File: config.mk
export PLATFORM = sky130hd
export DESIGN_NAME = timer2_ctrl
export DESIGN_NICKNAME = d
export VERILOG_FILES = /design/src/timer2_pkg.sv /design/src/timer2_ctrl.sv
export VERILOG_INCLUDE_DIRS = /design/src
export SDC_FILE = /design/constraint.sdc
export NUM_CORES = 1
export LEC_CHECK = 0
export BUFFER_PORTS_ARGS = -buffer_cell sky130_fd_sc_hd__buf_2
export CAP_MARGIN = 20
export CORE_MARGIN = 3
export CORE_UTILIZATION = 35
export CTS_CLUSTER_SIZE = 40
export DETAILED_ROUTE_END_ITERATION = 10
export SLEW_MARGIN = 20
export SYNTH_ARGS = -nofsm -noshare
export SYNTH_HDL_FRONTEND = slang
export SYNTH_SLANG_ARGS = --single-unit
File: constraint.sdc
create_clock -name clk_i -period 2.5 [get_ports clk_i]
set_clock_uncertainty 0.2 [all_clocks]
set_input_delay 0.5 -clock clk_i [delete_from_list [all_inputs] [get_ports clk_i]]
set_output_delay 0.5 -clock clk_i [all_outputs]
set_load 0.01 [all_outputs]
File: src/timer2_regs.svh
// Purpose: Register offsets, field positions and reset values for the timer control block.
// Assumes: Wishbone byte addresses are four times the printed register index.
// Notes: Definitions only.
`ifndef TIMER2_REGS_SVH
`define TIMER2_REGS_SVH
`define IDX_TIMER_CONTROL 8'hc8
`define IDX_TIMER_MODE_CONTROL 8'hc9
`define IDX_CAPTURE_RELOAD_LOW 8'hca
`define IDX_CAPTURE_RELOAD_HIGH 8'hcb
`define IDX_COUNT_LOW 8'hcc
`define IDX_COUNT_HIGH 8'hcd
`define IDX_PORT_STATUS 8'hce
`define CTL_OVERFLOW_BIT 7
`define CTL_EXTERNAL_BIT 6
`define CTL_RX_CLOCK_BIT 5
`define CTL_TX_CLOCK_BIT 4
`define CTL_TRIGGER_EN_BIT 3
`define CTL_RUN_BIT 2
`define CTL_COUNTER_BIT 1
`define CTL_CAPTURE_BIT 0
`define MOD_PHASE_DIR_BIT 7
`define MOD_PHASE_MSB 6
`define MOD_PHASE_LSB 4
`define MOD_COUNT_MODE_MSB 3
`define MOD_COUNT_MODE_LSB 2
`define MOD_TOGGLE_BIT 1
`define MOD_UPDOWN_BIT 0
`define CONTROL_RESET 8'h00
`define MODE_RESET 8'h00
`define COUNT_RESET 16'h0000
`define RELOAD_RESET 16'h0000
`endif

File: src/timer2_pkg.sv
// Purpose: Types shared by the timer control block.
// Assumes: Nothing beyond the register header.
// Notes: State of the block is held as one packed struct.
package timer2_pkg;
  // Operating mode chosen from the control and mode bits.
  typedef enum logic [2:0] {
    MODE_OFF = 3'b000,
    MODE_RELOAD = 3'b001,
    MODE_UPDOWN = 3'b010,
    MODE_CAPTURE = 3'b011,
    MODE_BAUD = 3'b100,
    MODE_FREQ = 3'b101
  } op_mode_type;

  // Whole register state of the block.
  typedef struct packed {
    logic [7:0] control;
    logic [7:0] mode;
    logic [15:0] count;
    logic [15:0] reload;
    logic [1:0] count_sync;
    logic count_prev;
    logic [1:0] trig_sync;
    logic trig_prev;
    logic ack;
    logic [7:0] rdata;
    logic overflow_pulse;
  } state_type;

  // Serial port clock sources handed out to the serial port.
  typedef struct packed {
    logic rx_tick;
    logic tx_tick;
  } baud_type;
endpackage

File: src/timer2_ctrl.sv
// Purpose: Control, status and counting logic of a 16-bit timer behind a Wishbone slave.
// Assumes: Single 100 MHz clock, synchronous active-high reset, classic Wishbone master.
// Notes: Count and trigger pins are synchronised by two flip-flops before use.
// Behaviour
// - Overflow sets control bit 7; software clears.
// - No overflow flag while a serial clock selected.
// - Trigger falling edge event sets bit 6.
// - External flag requests interrupt when enabled.
// - No external interrupt in updown or dual-slope.
// - Bit 5 picks receive baud source.
// - Bit 4 picks transmit baud source.
// - Bit 3 enables trigger unless baud mode.
// - Bit 2 runs or holds the counter.
// - Bit 1 selects clock or external counting.
// - Capture copies count into reload pair.
// - Reload pair loads counter on overflow/trigger.
// - Serial clock select forces auto-reload.
// - Mode register field layout fixed.
// - Phase direction orders channel cycling.
// - Control and mode reset to zero.
// - Count bytes at 0CDH and 0CCH.
// - Reload bytes at 0CBH and 0CAH.
// - Mode selection follows fixed precedence.
// - External count after high-then-low samples.
`timescale 1ns/1ns
`default_nettype none
`include "timer2_regs.svh"

module timer2_ctrl
  import timer2_pkg::*;
(
  input wire logic clk_i,
  input wire logic rst_i,
  input wire logic cyc_i,
  input wire logic stb_i,
  input wire logic we_i,
  input wire logic [9:0] adr_i,
  input wire logic [3:0] sel_i,
  input wire logic [31:0] dat_i,
  output logic [31:0] dat_o,
  output logic ack_o,
  input wire logic count_input_i,
  input wire logic trigger_input_i,
  input wire logic timer1_overflow_i,
  input wire logic timer_irq_enable_i,
  output logic rx_baud_tick_o,
  output logic tx_baud_tick_o,
  output logic timer_irq_o,
  output logic overflow_pulse_o,
  output logic [2:0] phase_mode_o,
  output logic phase_direction_o,
  output logic [1:0] count_mode_o,
  output logic [2:0] op_mode_o
);

  // Current and next state.
  state_type state_q;
  state_type state_d;
  // Decoded mode, recomputed each cycle.
  op_mode_type op_mode;
  // Serial port clock routing.
  baud_type baud;
  // Bus strobes.
  logic bus_req;
  logic bus_wr;
  logic lane0;
  logic [7:0] reg_idx;
  logic [7:0] wbyte;
  // Named control bits for readability.
  logic rx_sel;
  logic tx_sel;
  logic baud_sel;
  logic run;
  logic trig_en;
  logic count_tick;
  logic trig_fall;
  logic ext_event;
  logic [16:0] count_inc;
  logic overflow;

  // A request is taken only while no ack is out, so a strobe held one cycle too long is answered once.
  assign bus_req = cyc_i && stb_i && !state_q.ack;
  assign bus_wr = bus_req && we_i;
  assign lane0 = sel_i[0];
  assign reg_idx = adr_i[9:2];
  assign wbyte = dat_i[7:0];
  // Control bits pulled out by name; the two flags are read in place where they are set.
  assign rx_sel = state_q.control[`CTL_RX_CLOCK_BIT];
  assign tx_sel = state_q.control[`CTL_TX_CLOCK_BIT];
  assign baud_sel = rx_sel || tx_sel;
  assign run = state_q.control[`CTL_RUN_BIT];
  // The trigger pin only counts when the timer is not clocking the serial port.
  assign trig_en = state_q.control[`CTL_TRIGGER_EN_BIT] && !baud_sel;
  // Falling edges seen on the synchronised pins; the first sync stage is never read here.
  assign trig_fall = state_q.trig_prev && !state_q.trig_sync[1];
  assign ext_event = trig_fall && trig_en && run;
  assign count_tick = state_q.control[`CTL_COUNTER_BIT] ?
                      (state_q.count_prev && !state_q.count_sync[1]) : 1'b1;
  // One bit wider than the count, so the carry out of the top bit marks the wrap.
  assign count_inc = {1'b0, state_q.count} + 17'h00001;
  // A stopped counter never wraps, which also keeps both flags quiet while it holds.
  assign overflow = run && count_tick && count_inc[16];

  // Mode precedence: baud, toggle, capture, updown, plain reload.
  always_comb begin
    if (!run) begin
      op_mode = MODE_OFF;
    end else if (baud_sel) begin
      op_mode = MODE_BAUD;
    end else if (state_q.mode[`MOD_TOGGLE_BIT]) begin
      op_mode = MODE_FREQ;
    end else if (state_q.control[`CTL_CAPTURE_BIT]) begin
      op_mode = MODE_CAPTURE;
    end else if (state_q.mode[`MOD_UPDOWN_BIT]) begin
      op_mode = MODE_UPDOWN;
    end else begin
      op_mode = MODE_RELOAD;
    end
  end

  // Next-state logic for the whole block.
  always_comb begin
    state_d = state_q;
    state_d.count_sync = {state_q.count_sync[0], count_input_i};
    state_d.count_prev = state_q.count_sync[1];
    state_d.trig_sync = {state_q.trig_sync[0], trigger_input_i};
    state_d.trig_prev = state_q.trig_sync[1];
    // Single-cycle ack; drops the cycle after it is given.
    state_d.ack = bus_req;
    state_d.overflow_pulse = overflow;
    // Software writes come first so hardware events below override them.
    if (bus_wr && lane0) begin
      case (reg_idx)
        `IDX_TIMER_CONTROL: state_d.control = wbyte;
        `IDX_TIMER_MODE_CONTROL: begin
          state_d.mode = wbyte;
          // Phase mode may only change while stopped.
          if (run) begin
            state_d.mode[`MOD_PHASE_MSB:`MOD_PHASE_LSB] = state_q.mode[`MOD_PHASE_MSB:`MOD_PHASE_LSB];
          end
        end
        `IDX_CAPTURE_RELOAD_LOW: state_d.reload[7:0] = wbyte;
        `IDX_CAPTURE_RELOAD_HIGH: state_d.reload[15:8] = wbyte;
        `IDX_COUNT_LOW: state_d.count[7:0] = wbyte;
        `IDX_COUNT_HIGH: state_d.count[15:8] = wbyte;
        default: begin
        end
      endcase
    end
    // Counting; a stopped counter holds its value.
    if (run && count_tick) begin
      if (overflow && (baud_sel || !state_q.control[`CTL_CAPTURE_BIT])) begin
        state_d.count = state_q.reload;
      end else begin
        state_d.count = count_inc[15:0];
      end
    end
    if (overflow && !baud_sel) begin
      state_d.control[`CTL_OVERFLOW_BIT] = 1'b1;
    end
    if (ext_event) begin
      if (state_q.control[`CTL_CAPTURE_BIT]) begin
        state_d.reload = state_q.count;
      end else begin
        state_d.count = state_q.reload;
      end
      state_d.control[`CTL_EXTERNAL_BIT] = 1'b1;
    end
    // Read data is registered alongside the ack.
    state_d.rdata = 8'h00;
    if (bus_req && !we_i) begin
      case (reg_idx)
        `IDX_TIMER_CONTROL: state_d.rdata = state_q.control;
        `IDX_TIMER_MODE_CONTROL: state_d.rdata = state_q.mode;
        `IDX_CAPTURE_RELOAD_LOW: state_d.rdata = state_q.reload[7:0];
        `IDX_CAPTURE_RELOAD_HIGH: state_d.rdata = state_q.reload[15:8];
        `IDX_COUNT_LOW: state_d.rdata = state_q.count[7:0];
        `IDX_COUNT_HIGH: state_d.rdata = state_q.count[15:8];
        `IDX_PORT_STATUS: state_d.rdata = {5'h00, op_mode};
        default: state_d.rdata = 8'h00;
      endcase
    end
  end

  // Register the state; reset clears control and mode.
  always_ff @(posedge clk_i) begin
    if (rst_i) begin
      state_q <= '0;
      state_q.count_sync <= 2'h3;
      state_q.count_prev <= 1'b1;
      state_q.trig_sync <= 2'h3;
      state_q.trig_prev <= 1'b1;
    end else begin
      state_q <= state_d;
    end
  end

  // Serial port clock sources follow the select bits.
  assign baud.rx_tick = rx_sel ? state_q.overflow_pulse : timer1_overflow_i;
  assign baud.tx_tick = tx_sel ? state_q.overflow_pulse : timer1_overflow_i;
  assign rx_baud_tick_o = baud.rx_tick;
  assign tx_baud_tick_o = baud.tx_tick;
  // External flag is masked in updown and dual-slope modes.
  assign timer_irq_o = timer_irq_enable_i && (state_q.control[`CTL_OVERFLOW_BIT] ||
                       (state_q.control[`CTL_EXTERNAL_BIT] && !state_q.mode[`MOD_UPDOWN_BIT] &&
                        state_q.mode[`MOD_COUNT_MODE_MSB:`MOD_COUNT_MODE_LSB] == 2'h0));
  assign overflow_pulse_o = state_q.overflow_pulse;
  // Channel cycling order is applied by the compare array from this bit.
  assign phase_direction_o = state_q.mode[`MOD_PHASE_DIR_BIT];
  assign phase_mode_o = state_q.mode[`MOD_PHASE_MSB:`MOD_PHASE_LSB];
  assign count_mode_o = state_q.mode[`MOD_COUNT_MODE_MSB:`MOD_COUNT_MODE_LSB];
  assign op_mode_o = op_mode;
  assign ack_o = state_q.ack;
  assign dat_o = {24'h000000, state_q.rdata};

  // Every counted wrap outside baud mode raises the overflow flag.
  a_overflow_sets: assert property (@(posedge clk_i) disable iff (rst_i)
    overflow && !baud_sel |=> state_q.control[`CTL_OVERFLOW_BIT])
    else $error("overflow flag not set");

  // Hardware never clears the overflow flag; only a control write may.
  a_flag_sticky: assert property (@(posedge clk_i) disable iff (rst_i)
    state_q.control[`CTL_OVERFLOW_BIT] && !(bus_wr && reg_idx == `IDX_TIMER_CONTROL)
      |=> state_q.control[`CTL_OVERFLOW_BIT])
    else $error("overflow flag cleared by hardware");

  // With a serial clock selected the overflow flag must not rise on its own.
  a_baud_no_flag: assert property (@(posedge clk_i) disable iff (rst_i)
    baud_sel && !state_q.control[`CTL_OVERFLOW_BIT] && !(bus_wr && reg_idx == `IDX_TIMER_CONTROL)
      |=> !state_q.control[`CTL_OVERFLOW_BIT])
    else $error("overflow flag set in baud mode");

  // A trigger event always leaves the external flag set.
  a_ext_sets: assert property (@(posedge clk_i) disable iff (rst_i)
    ext_event |=> state_q.control[`CTL_EXTERNAL_BIT])
    else $error("external flag not set");

  // Hardware never clears the external flag either.
  a_ext_sticky: assert property (@(posedge clk_i) disable iff (rst_i)
    state_q.control[`CTL_EXTERNAL_BIT] && !(bus_wr && reg_idx == `IDX_TIMER_CONTROL)
      |=> state_q.control[`CTL_EXTERNAL_BIT])
    else $error("external flag cleared by hardware");

  // An enabled interrupt follows a set external flag in the standard count mode.
  a_irq_request: assert property (@(posedge clk_i) disable iff (rst_i)
    timer_irq_enable_i && state_q.control[`CTL_EXTERNAL_BIT] && !state_q.mode[`MOD_UPDOWN_BIT] &&
      state_q.mode[`MOD_COUNT_MODE_MSB:`MOD_COUNT_MODE_LSB] == 2'h0 |-> timer_irq_o)
    else $error("external flag did not request irq");

  // Up/down counting keeps the external flag from the interrupt.
  a_irq_ext: assert property (@(posedge clk_i) disable iff (rst_i)
    state_q.mode[`MOD_UPDOWN_BIT] && !state_q.control[`CTL_OVERFLOW_BIT] |-> !timer_irq_o)
    else $error("irq in updown mode");

  // A dual-slope count mode also keeps the external flag from the interrupt.
  a_irq_slope: assert property (@(posedge clk_i) disable iff (rst_i)
    state_q.mode[`MOD_COUNT_MODE_MSB:`MOD_COUNT_MODE_LSB] != 2'h0 && !state_q.control[`CTL_OVERFLOW_BIT]
      |-> !timer_irq_o)
    else $error("irq in dual-slope mode");

  // A wrap reaches the receive clock one cycle later when this timer is its source.
  a_rx_source: assert property (@(posedge clk_i) disable iff (rst_i)
    rx_sel && overflow && !bus_wr |=> rx_baud_tick_o)
    else $error("receive clock missed an overflow");

  // The same holds for the transmit clock.
  a_tx_source: assert property (@(posedge clk_i) disable iff (rst_i)
    tx_sel && overflow && !bus_wr |=> tx_baud_tick_o)
    else $error("transmit clock missed an overflow");

  // With the trigger disabled or the serial port clocked, the trigger pin changes nothing.
  a_trig_ignored: assert property (@(posedge clk_i) disable iff (rst_i)
    !trig_en && !state_q.control[`CTL_EXTERNAL_BIT] && !(bus_wr && reg_idx == `IDX_TIMER_CONTROL)
      |=> !state_q.control[`CTL_EXTERNAL_BIT])
    else $error("external flag set with trigger ignored");

  // A stopped counter holds its value unless software writes it.
  a_hold_stop: assert property (@(posedge clk_i) disable iff (rst_i)
    !run && !bus_wr && !ext_event |=> state_q.count == $past(state_q.count))
    else $error("stopped count moved");

  // In timer function a running count steps by one on every clock.
  a_run_counts: assert property (@(posedge clk_i) disable iff (rst_i)
    run && !state_q.control[`CTL_COUNTER_BIT] && !overflow && !ext_event && !bus_wr
      |=> state_q.count == $past(state_q.count) + 16'h0001)
    else $error("timer did not count a clock");

  // In counter function the count only moves on a seen high-then-low pair.
  a_count_edge: assert property (@(posedge clk_i) disable iff (rst_i)
    state_q.control[`CTL_COUNTER_BIT] && !ext_event && !bus_wr &&
      !(state_q.count_prev && !state_q.count_sync[1]) |=> state_q.count == $past(state_q.count))
    else $error("counter moved without a pin edge");

  // A capture event copies the live count into the reload pair.
  a_capture_copy: assert property (@(posedge clk_i) disable iff (rst_i)
    ext_event && state_q.control[`CTL_CAPTURE_BIT] |=> state_q.reload == $past(state_q.count))
    else $error("capture lost");

  // In reload mode a wrap loads the count from the reload pair.
  a_reload_ovf: assert property (@(posedge clk_i) disable iff (rst_i)
    overflow && !state_q.control[`CTL_CAPTURE_BIT] && !ext_event && !bus_wr |=> state_q.count == $past(state_q.reload))
    else $error("reload missing");

  // In reload mode a trigger event loads the count as well.
  a_trig_reload: assert property (@(posedge clk_i) disable iff (rst_i)
    ext_event && !state_q.control[`CTL_CAPTURE_BIT] |=> state_q.count == $past(state_q.reload))
    else $error("trigger reload missing");

  // A serial clock select forces a reload on wrap whatever the capture bit says.
  a_baud_reload: assert property (@(posedge clk_i) disable iff (rst_i)
    overflow && baud_sel && !bus_wr |=> state_q.count == $past(state_q.reload))
    else $error("baud mode did not reload");

  // The phase field may only change while stopped, so a running write leaves it alone.
  a_phase_locked: assert property (@(posedge clk_i) disable iff (rst_i)
    run && bus_wr && reg_idx == `IDX_TIMER_MODE_CONTROL
      |=> phase_mode_o == $past(phase_mode_o))
    else $error("phase field changed while running");

  // Reset leaves control and mode at zero and the bus quiet.
  a_reset_clear: assert property (@(posedge clk_i)
    rst_i |=> state_q.control == `CONTROL_RESET && state_q.mode == `MODE_RESET && !ack_o)
    else $error("reset left state behind");

  // Every taken request is answered on the next cycle.
  a_ack_answers: assert property (@(posedge clk_i) disable iff (rst_i)
    bus_req |=> ack_o)
    else $error("request not acknowledged");

  // The ack is a single-cycle pulse.
  a_ack_once: assert property (@(posedge clk_i) disable iff (rst_i)
    ack_o |=> !ack_o)
    else $error("ack held two cycles");

  // Read data is zero whenever no answer stands, so stale bytes never leak.
  a_read_idle: assert property (@(posedge clk_i) disable iff (rst_i)
    !ack_o |-> dat_o == 32'h00000000)
    else $error("read data without ack");

  // A cleared run bit always reports the off mode.
  a_op_off: assert property (@(posedge clk_i) disable iff (rst_i)
    !run |-> op_mode_o == MODE_OFF)
    else $error("mode reported while stopped");

  // A serial clock select wins over every other mode bit.
  a_op_baud: assert property (@(posedge clk_i) disable iff (rst_i)
    run && baud_sel |-> op_mode_o == MODE_BAUD)
    else $error("baud mode not selected");

  // An event and a clearing write in one cycle leave the flag set.
  a_set_wins: assert property (@(posedge clk_i) disable iff (rst_i)
    ext_event && bus_wr && reg_idx == `IDX_TIMER_CONTROL |=> state_q.control[`CTL_EXTERNAL_BIT])
    else $error("clear beat a trigger event");
endmodule
`default_nettype wire

# == After elaboration in Yosys (flattened, before gate mapping) ==
# Index checks and enable logic that the tools add are counted.
# word_totals
ff_bits,64
n_memories,0
romBits,0
word_cells,86
latchBits,0
inputBits,55
out_inout_bits,46
ramBits,0
# classes
order_cmp,0
muxes,24
n_shift,0
n_bitwise,2
n_mul,0
eq_ne,7
reduce_logical,38
n_addsub,1
div_mod_pow,0
# ops
cell,count
2-to-1 mux 16 bit,4
"equality test 8 bit, second input constant",7
case mux 8 bit (7 select lines),1
2-to-1 mux 48 bit,1
2-to-1 mux 8 bit,6
2-to-1 mux 32 bit,1
"adder 16 x 1 -> 17 bit, second input constant",1
logical AND 1 bit,17
2-to-1 mux 3 bit,4
AND reduction 2 bit,4
nonzero test 2 bit,4
zero test 1 bit,7
2-to-1 mux 1 bit,5
2-to-1 mux 2 bit,2
logical OR 1 bit,3
AND reduction 3 bit,1
zero test 2 bit,1
NOT 1 bit,2
OR reduction 2 bit,1

# == Logic depth before layout (Yosys ltp) ==
# logic_depth
word_depth,10
ltp_mapped,8
mapped_depth_nobuf,7

# == Least setup slack after synthesis ==
# No wires, ideal clock.
# synth_path
kind,input-to-reg
from,in adr_i[6]
to,reg state_q[36] (netlist bit)
path_slack_ps,88
path_buffers,0
stages,6
setup_ps,103
arrival_time_ps,2109
cell_sequence,and4bb_1 -> nand2_1 -> nor4_2 -> nand2_1 -> and3_1 -> a2111oi_2
# synth_between
elab_chain_cells,6
# synth_rtl
element,line_no,source
start: declaration,timer2_ctrl.sv:37,"input wire logic [9:0] adr_i,"
equality test 8 bit *,timer2_ctrl.sv:133,case (reg_idx)
2-to-1 mux 8 bit *,timer2_ctrl.sv:133,
2-to-1 mux 48 bit *,timer2_ctrl.sv:132,if (bus_wr && lane0) begin
2-to-1 mux 16 bit *,timer2_ctrl.sv:151,if (run && count_tick) begin
2-to-1 mux 16 bit,timer2_ctrl.sv:162,if (state_q.control[`CTL_CAPTURE_BIT]) begin
2-to-1 mux 32 bit *,timer2_ctrl.sv:161,if (ext_event) begin
end signal: assignment,timer2_ctrl.sv:194,state_q <= state_d;
end: declaration,timer2_ctrl.sv:57,state_type state_q;
# Every way passes the cells marked *; elsewhere a longest branch is shown, timed or not. The select of a mux whose other input is x is not followed.
# A chain may end at the register's enable or synchronous reset.

# == Final worst setup path ==
# layout_path
from,reg state_q (netlist bit run)
to,reg state_q[32] (netlist bit)
# layout_between
elab_chain_cells,7
word_cells_on_any_way,8
# layout_rtl
element,line_no,source
logical AND 1 bit,"timer2_ctrl.sv:102, timer2_ctrl.sv:151",
logical AND 1 bit,timer2_ctrl.sv:102,assign overflow = run && count_tick && count_inc[16];
logical AND 1 bit,timer2_ctrl.sv:152,if (overflow && (baud_sel || !state_q.control[`CTL_CAPTURE_BIT])) begin
2-to-1 mux 16 bit,timer2_ctrl.sv:152,
2-to-1 mux 16 bit,timer2_ctrl.sv:151,
2-to-1 mux 16 bit,timer2_ctrl.sv:162,
2-to-1 mux 32 bit *,timer2_ctrl.sv:161,
# Every way passes the cells marked *; elsewhere a longest branch is shown, timed or not.

==> impl_metrics.json <==
{
  "grt_pass1_wl_um": 17300,
  "setup_tns_ps": 0,
  "ys_ff_latch": 64,
  "r2r-start": "run",
  "hold_depth": 2,
  "num_vias": 3573,
  "drc": 0,
  "r2r_setup_slack_ps": 120,
  "fp.dieH_um": 110,
  "via_per_inst": 5.57,
  "finalCriticalPeriod_ps": 2380,
  "netlist_area_mm2": 0.00379,
  "syn-mean-instance-area_um2": 8.48,
  "ys.flop_type": "dfxtp_1",
  "synth_edf_count": 0,
  "holdPathEnd": "state_d[12]",
  "cp_max_fo": 14,
  "cts_sinks": 64,
  "synthCells": 447,
  "fin_crit_sh_pct": 95.2,
  "fin_hold_ws_ps": 134,
  "dp_hpwl_um": 8220,
  "routed_wl_um": 11400,
  "gp_congestion": 0.893,
  "io_buffer_count": 47,
  "layout.nets": 557,
  "holdCritPathClass": "in -> reg",
  "grt_pass1_vias": 3217,
  "cp.arrival_ps": 2470,
  "ys_seq_area_share_pct": 33.8,
  "die_w_um": 110,
  "cts_setup_buffers": 0,
  "final_core_util_pct": 42.6,
  "ys_async_sr_fraction_pct": 0,
  "setup_viol": 0,
  "ys_warn_count": 0,
  "h-tree-depth": 3,
  "critical_path_class": "reg -> reg",
  "initial_utilization_pct": 36.4,
  "final_common_cell": "dfxtp_1",
  "postRouteAntennaNets": 0,
  "clock_latency_ps": 350,
  "cp-end-kind": "flip-flop",
  "finalMaxSlewViolations": 0,
  "io_pins": 101,
  "maxCapViolCount": 0,
  "power_density_mw_per_mm2": 534,
  "cts_max_path_buffers": 2,
  "track_usage_pct": 18.9,
  "n_antenna_cell": 0,
  "cts_tree": "yes",
  "wl_per_cell_um": 17.7,
  "rows": 37,
  "layout_setup_ws_ps": 121,
  "peakVddDrop_uv": 244,
  "reg2reg_depth": 6,
  "syn_to_final_growth_pct": 17.2,
  "synthDistinctLibCells": 64,
  "leakagePower_nw": 1.90,
  "grt-ovfl-total": 0,
  "drive_gt1_share_pct": 24.7,
  "dieArea_mm2": 0.0121,
  "grt_max_degree": 33,
  "numCtsBuffers": 9,
  "place_ws_ps": 65.8,
  "hold_viol": 0,
  "worstMarginPinSlew_ps": 1010,
  "cts_root_buf": "clkbuf_8",
  "first_iter_violations": 301,
  "nFillCells": 1035,
  "fmax_mhz": 420,
  "cp-start-kind": "flip-flop",
  "r2r-end": "state_q[32]",
  "rsz0062_at_grt": "no",
  "required_ps": 2590,
  "dr.pass1.iters": 5,
  "status": "completed",
  "hp-start": "trigger_input_i",
  "core_area_mm2": 0.0104,
  "clk_pin_slew_ps": 80,
  "most-common-layout-cells": "dfxtp_1, nor2_1, buf_2, mux2i_1, buf_4",
  "antenna_found_initial": 0,
  "slew_headroom_pct": 32.6
}
## repair_timing
action / in CTS / in global routing
endpoints found under the setup margin: 0 / 2
gates resized for setup: 0 / 2
hold buffers: 0 / 0
## worst max-delay path: stages (launching register included)
cell      delay, ps
dfxtp_1         340
or3b_4          420
or4_4           620
nand2_1         220
inv_1           110
a221oi_2        250
o21a_1          160
## metal layers
metal	wire length [um]	track usage (%)	vias to the layer above
met1	4950	25.0	1716
met3	841	3.49	27
met2	5190	29.1	154
met4	376	9.97	0
li1	-	-	1676
met5	0	0	-
## cell type report
type                       count  area, um^2  area share, %
clock buffer                  11         131           2.96
clock inverter                 5         129           2.90
inverter                       5        18.8          0.423
multi-input combinational    337        2200           49.5
sequential                    64        1280           28.9
tap                          136         170           3.83
timing repair buffer          84         513           11.6
## cell usage after synthesis (5+ instances only)
cell	n	area, um^2
dfxtp_1	64	1280
nor2_1	63	236
buf_4	38	285
mux2i_1	38	380
nand2_1	24	90.1
a211oi_1	23	173
a21oi_1	23	115
clkbuf_1	23	86.3
o21ai_0	10	50.1
mux2_2	9	101
nand3_1	9	45.0
a221oi_1	8	70.1
a22oi_1	7	52.6
o22ai_1	7	43.8
nand4_1	6	37.5
nor2b_1	6	37.5
nor3_1	6	30.0
o21a_1	6	45.0
or2_2	6	37.5
inv_1	5	18.8
## per-stage QoR
step           power [mW]  instances  instance area, um^2
3_3_place_gp         1.18        626                 4170
4_1_cts              2.38        642                 4430
6_report             2.37        642                 4440
3_5_place_dp         1.19        626                 4170
5_1_grt              2.44        642                 4440
2_1_floorplan        1.15        470                 3870
## report_power, final
group | switching [mW] | internal [mW]
Clock | 0.439 | 0.767
Combinational | 0.0977 | 0.0425
Sequential | 0.00174 | 1.02
## logic make-up (layout without fill, tap and decap cells)
kind of cell,after synthesis,in the layout,synth area share [%]
AO/OA/AOI/OAI,109,109,20.3
XOR/XNOR,7,7,1.62
adder cells (fa/ha/maj),1,1,0.330
buffers and inverters,69,105,10.8
flip-flops,64,64,33.8
multiplexers,47,47,12.7
other,1,24,0.0990
AND/OR/NAND/NOR,149,149,20.3
## state kept, by name, summed over array words and instances, names as in the netlist
signal and flops:
overflow_pulse_o 1, count_mode_o 2, rx_sel 1, phase_mode_o 3
dat_o 8, ack_o 1, run 1, state_d 4
phase_direction_o 1, state_q 42
## worst max path at each step
stage,start,to,slack (ps),cells after the start
after floorplan,adr_i[6],state_q[36],90,6
after global placement,adr_i[3],dat_o[3],100,6
after detailed placement,adr_i[3],dat_o[3],70,6
after CTS,run,state_q[33],60,6
after global routing,state_q[40],state_q[45],20,7
final,run,state_q[32],120,6
Note: power is estimated with default switching activity, not from simulation.
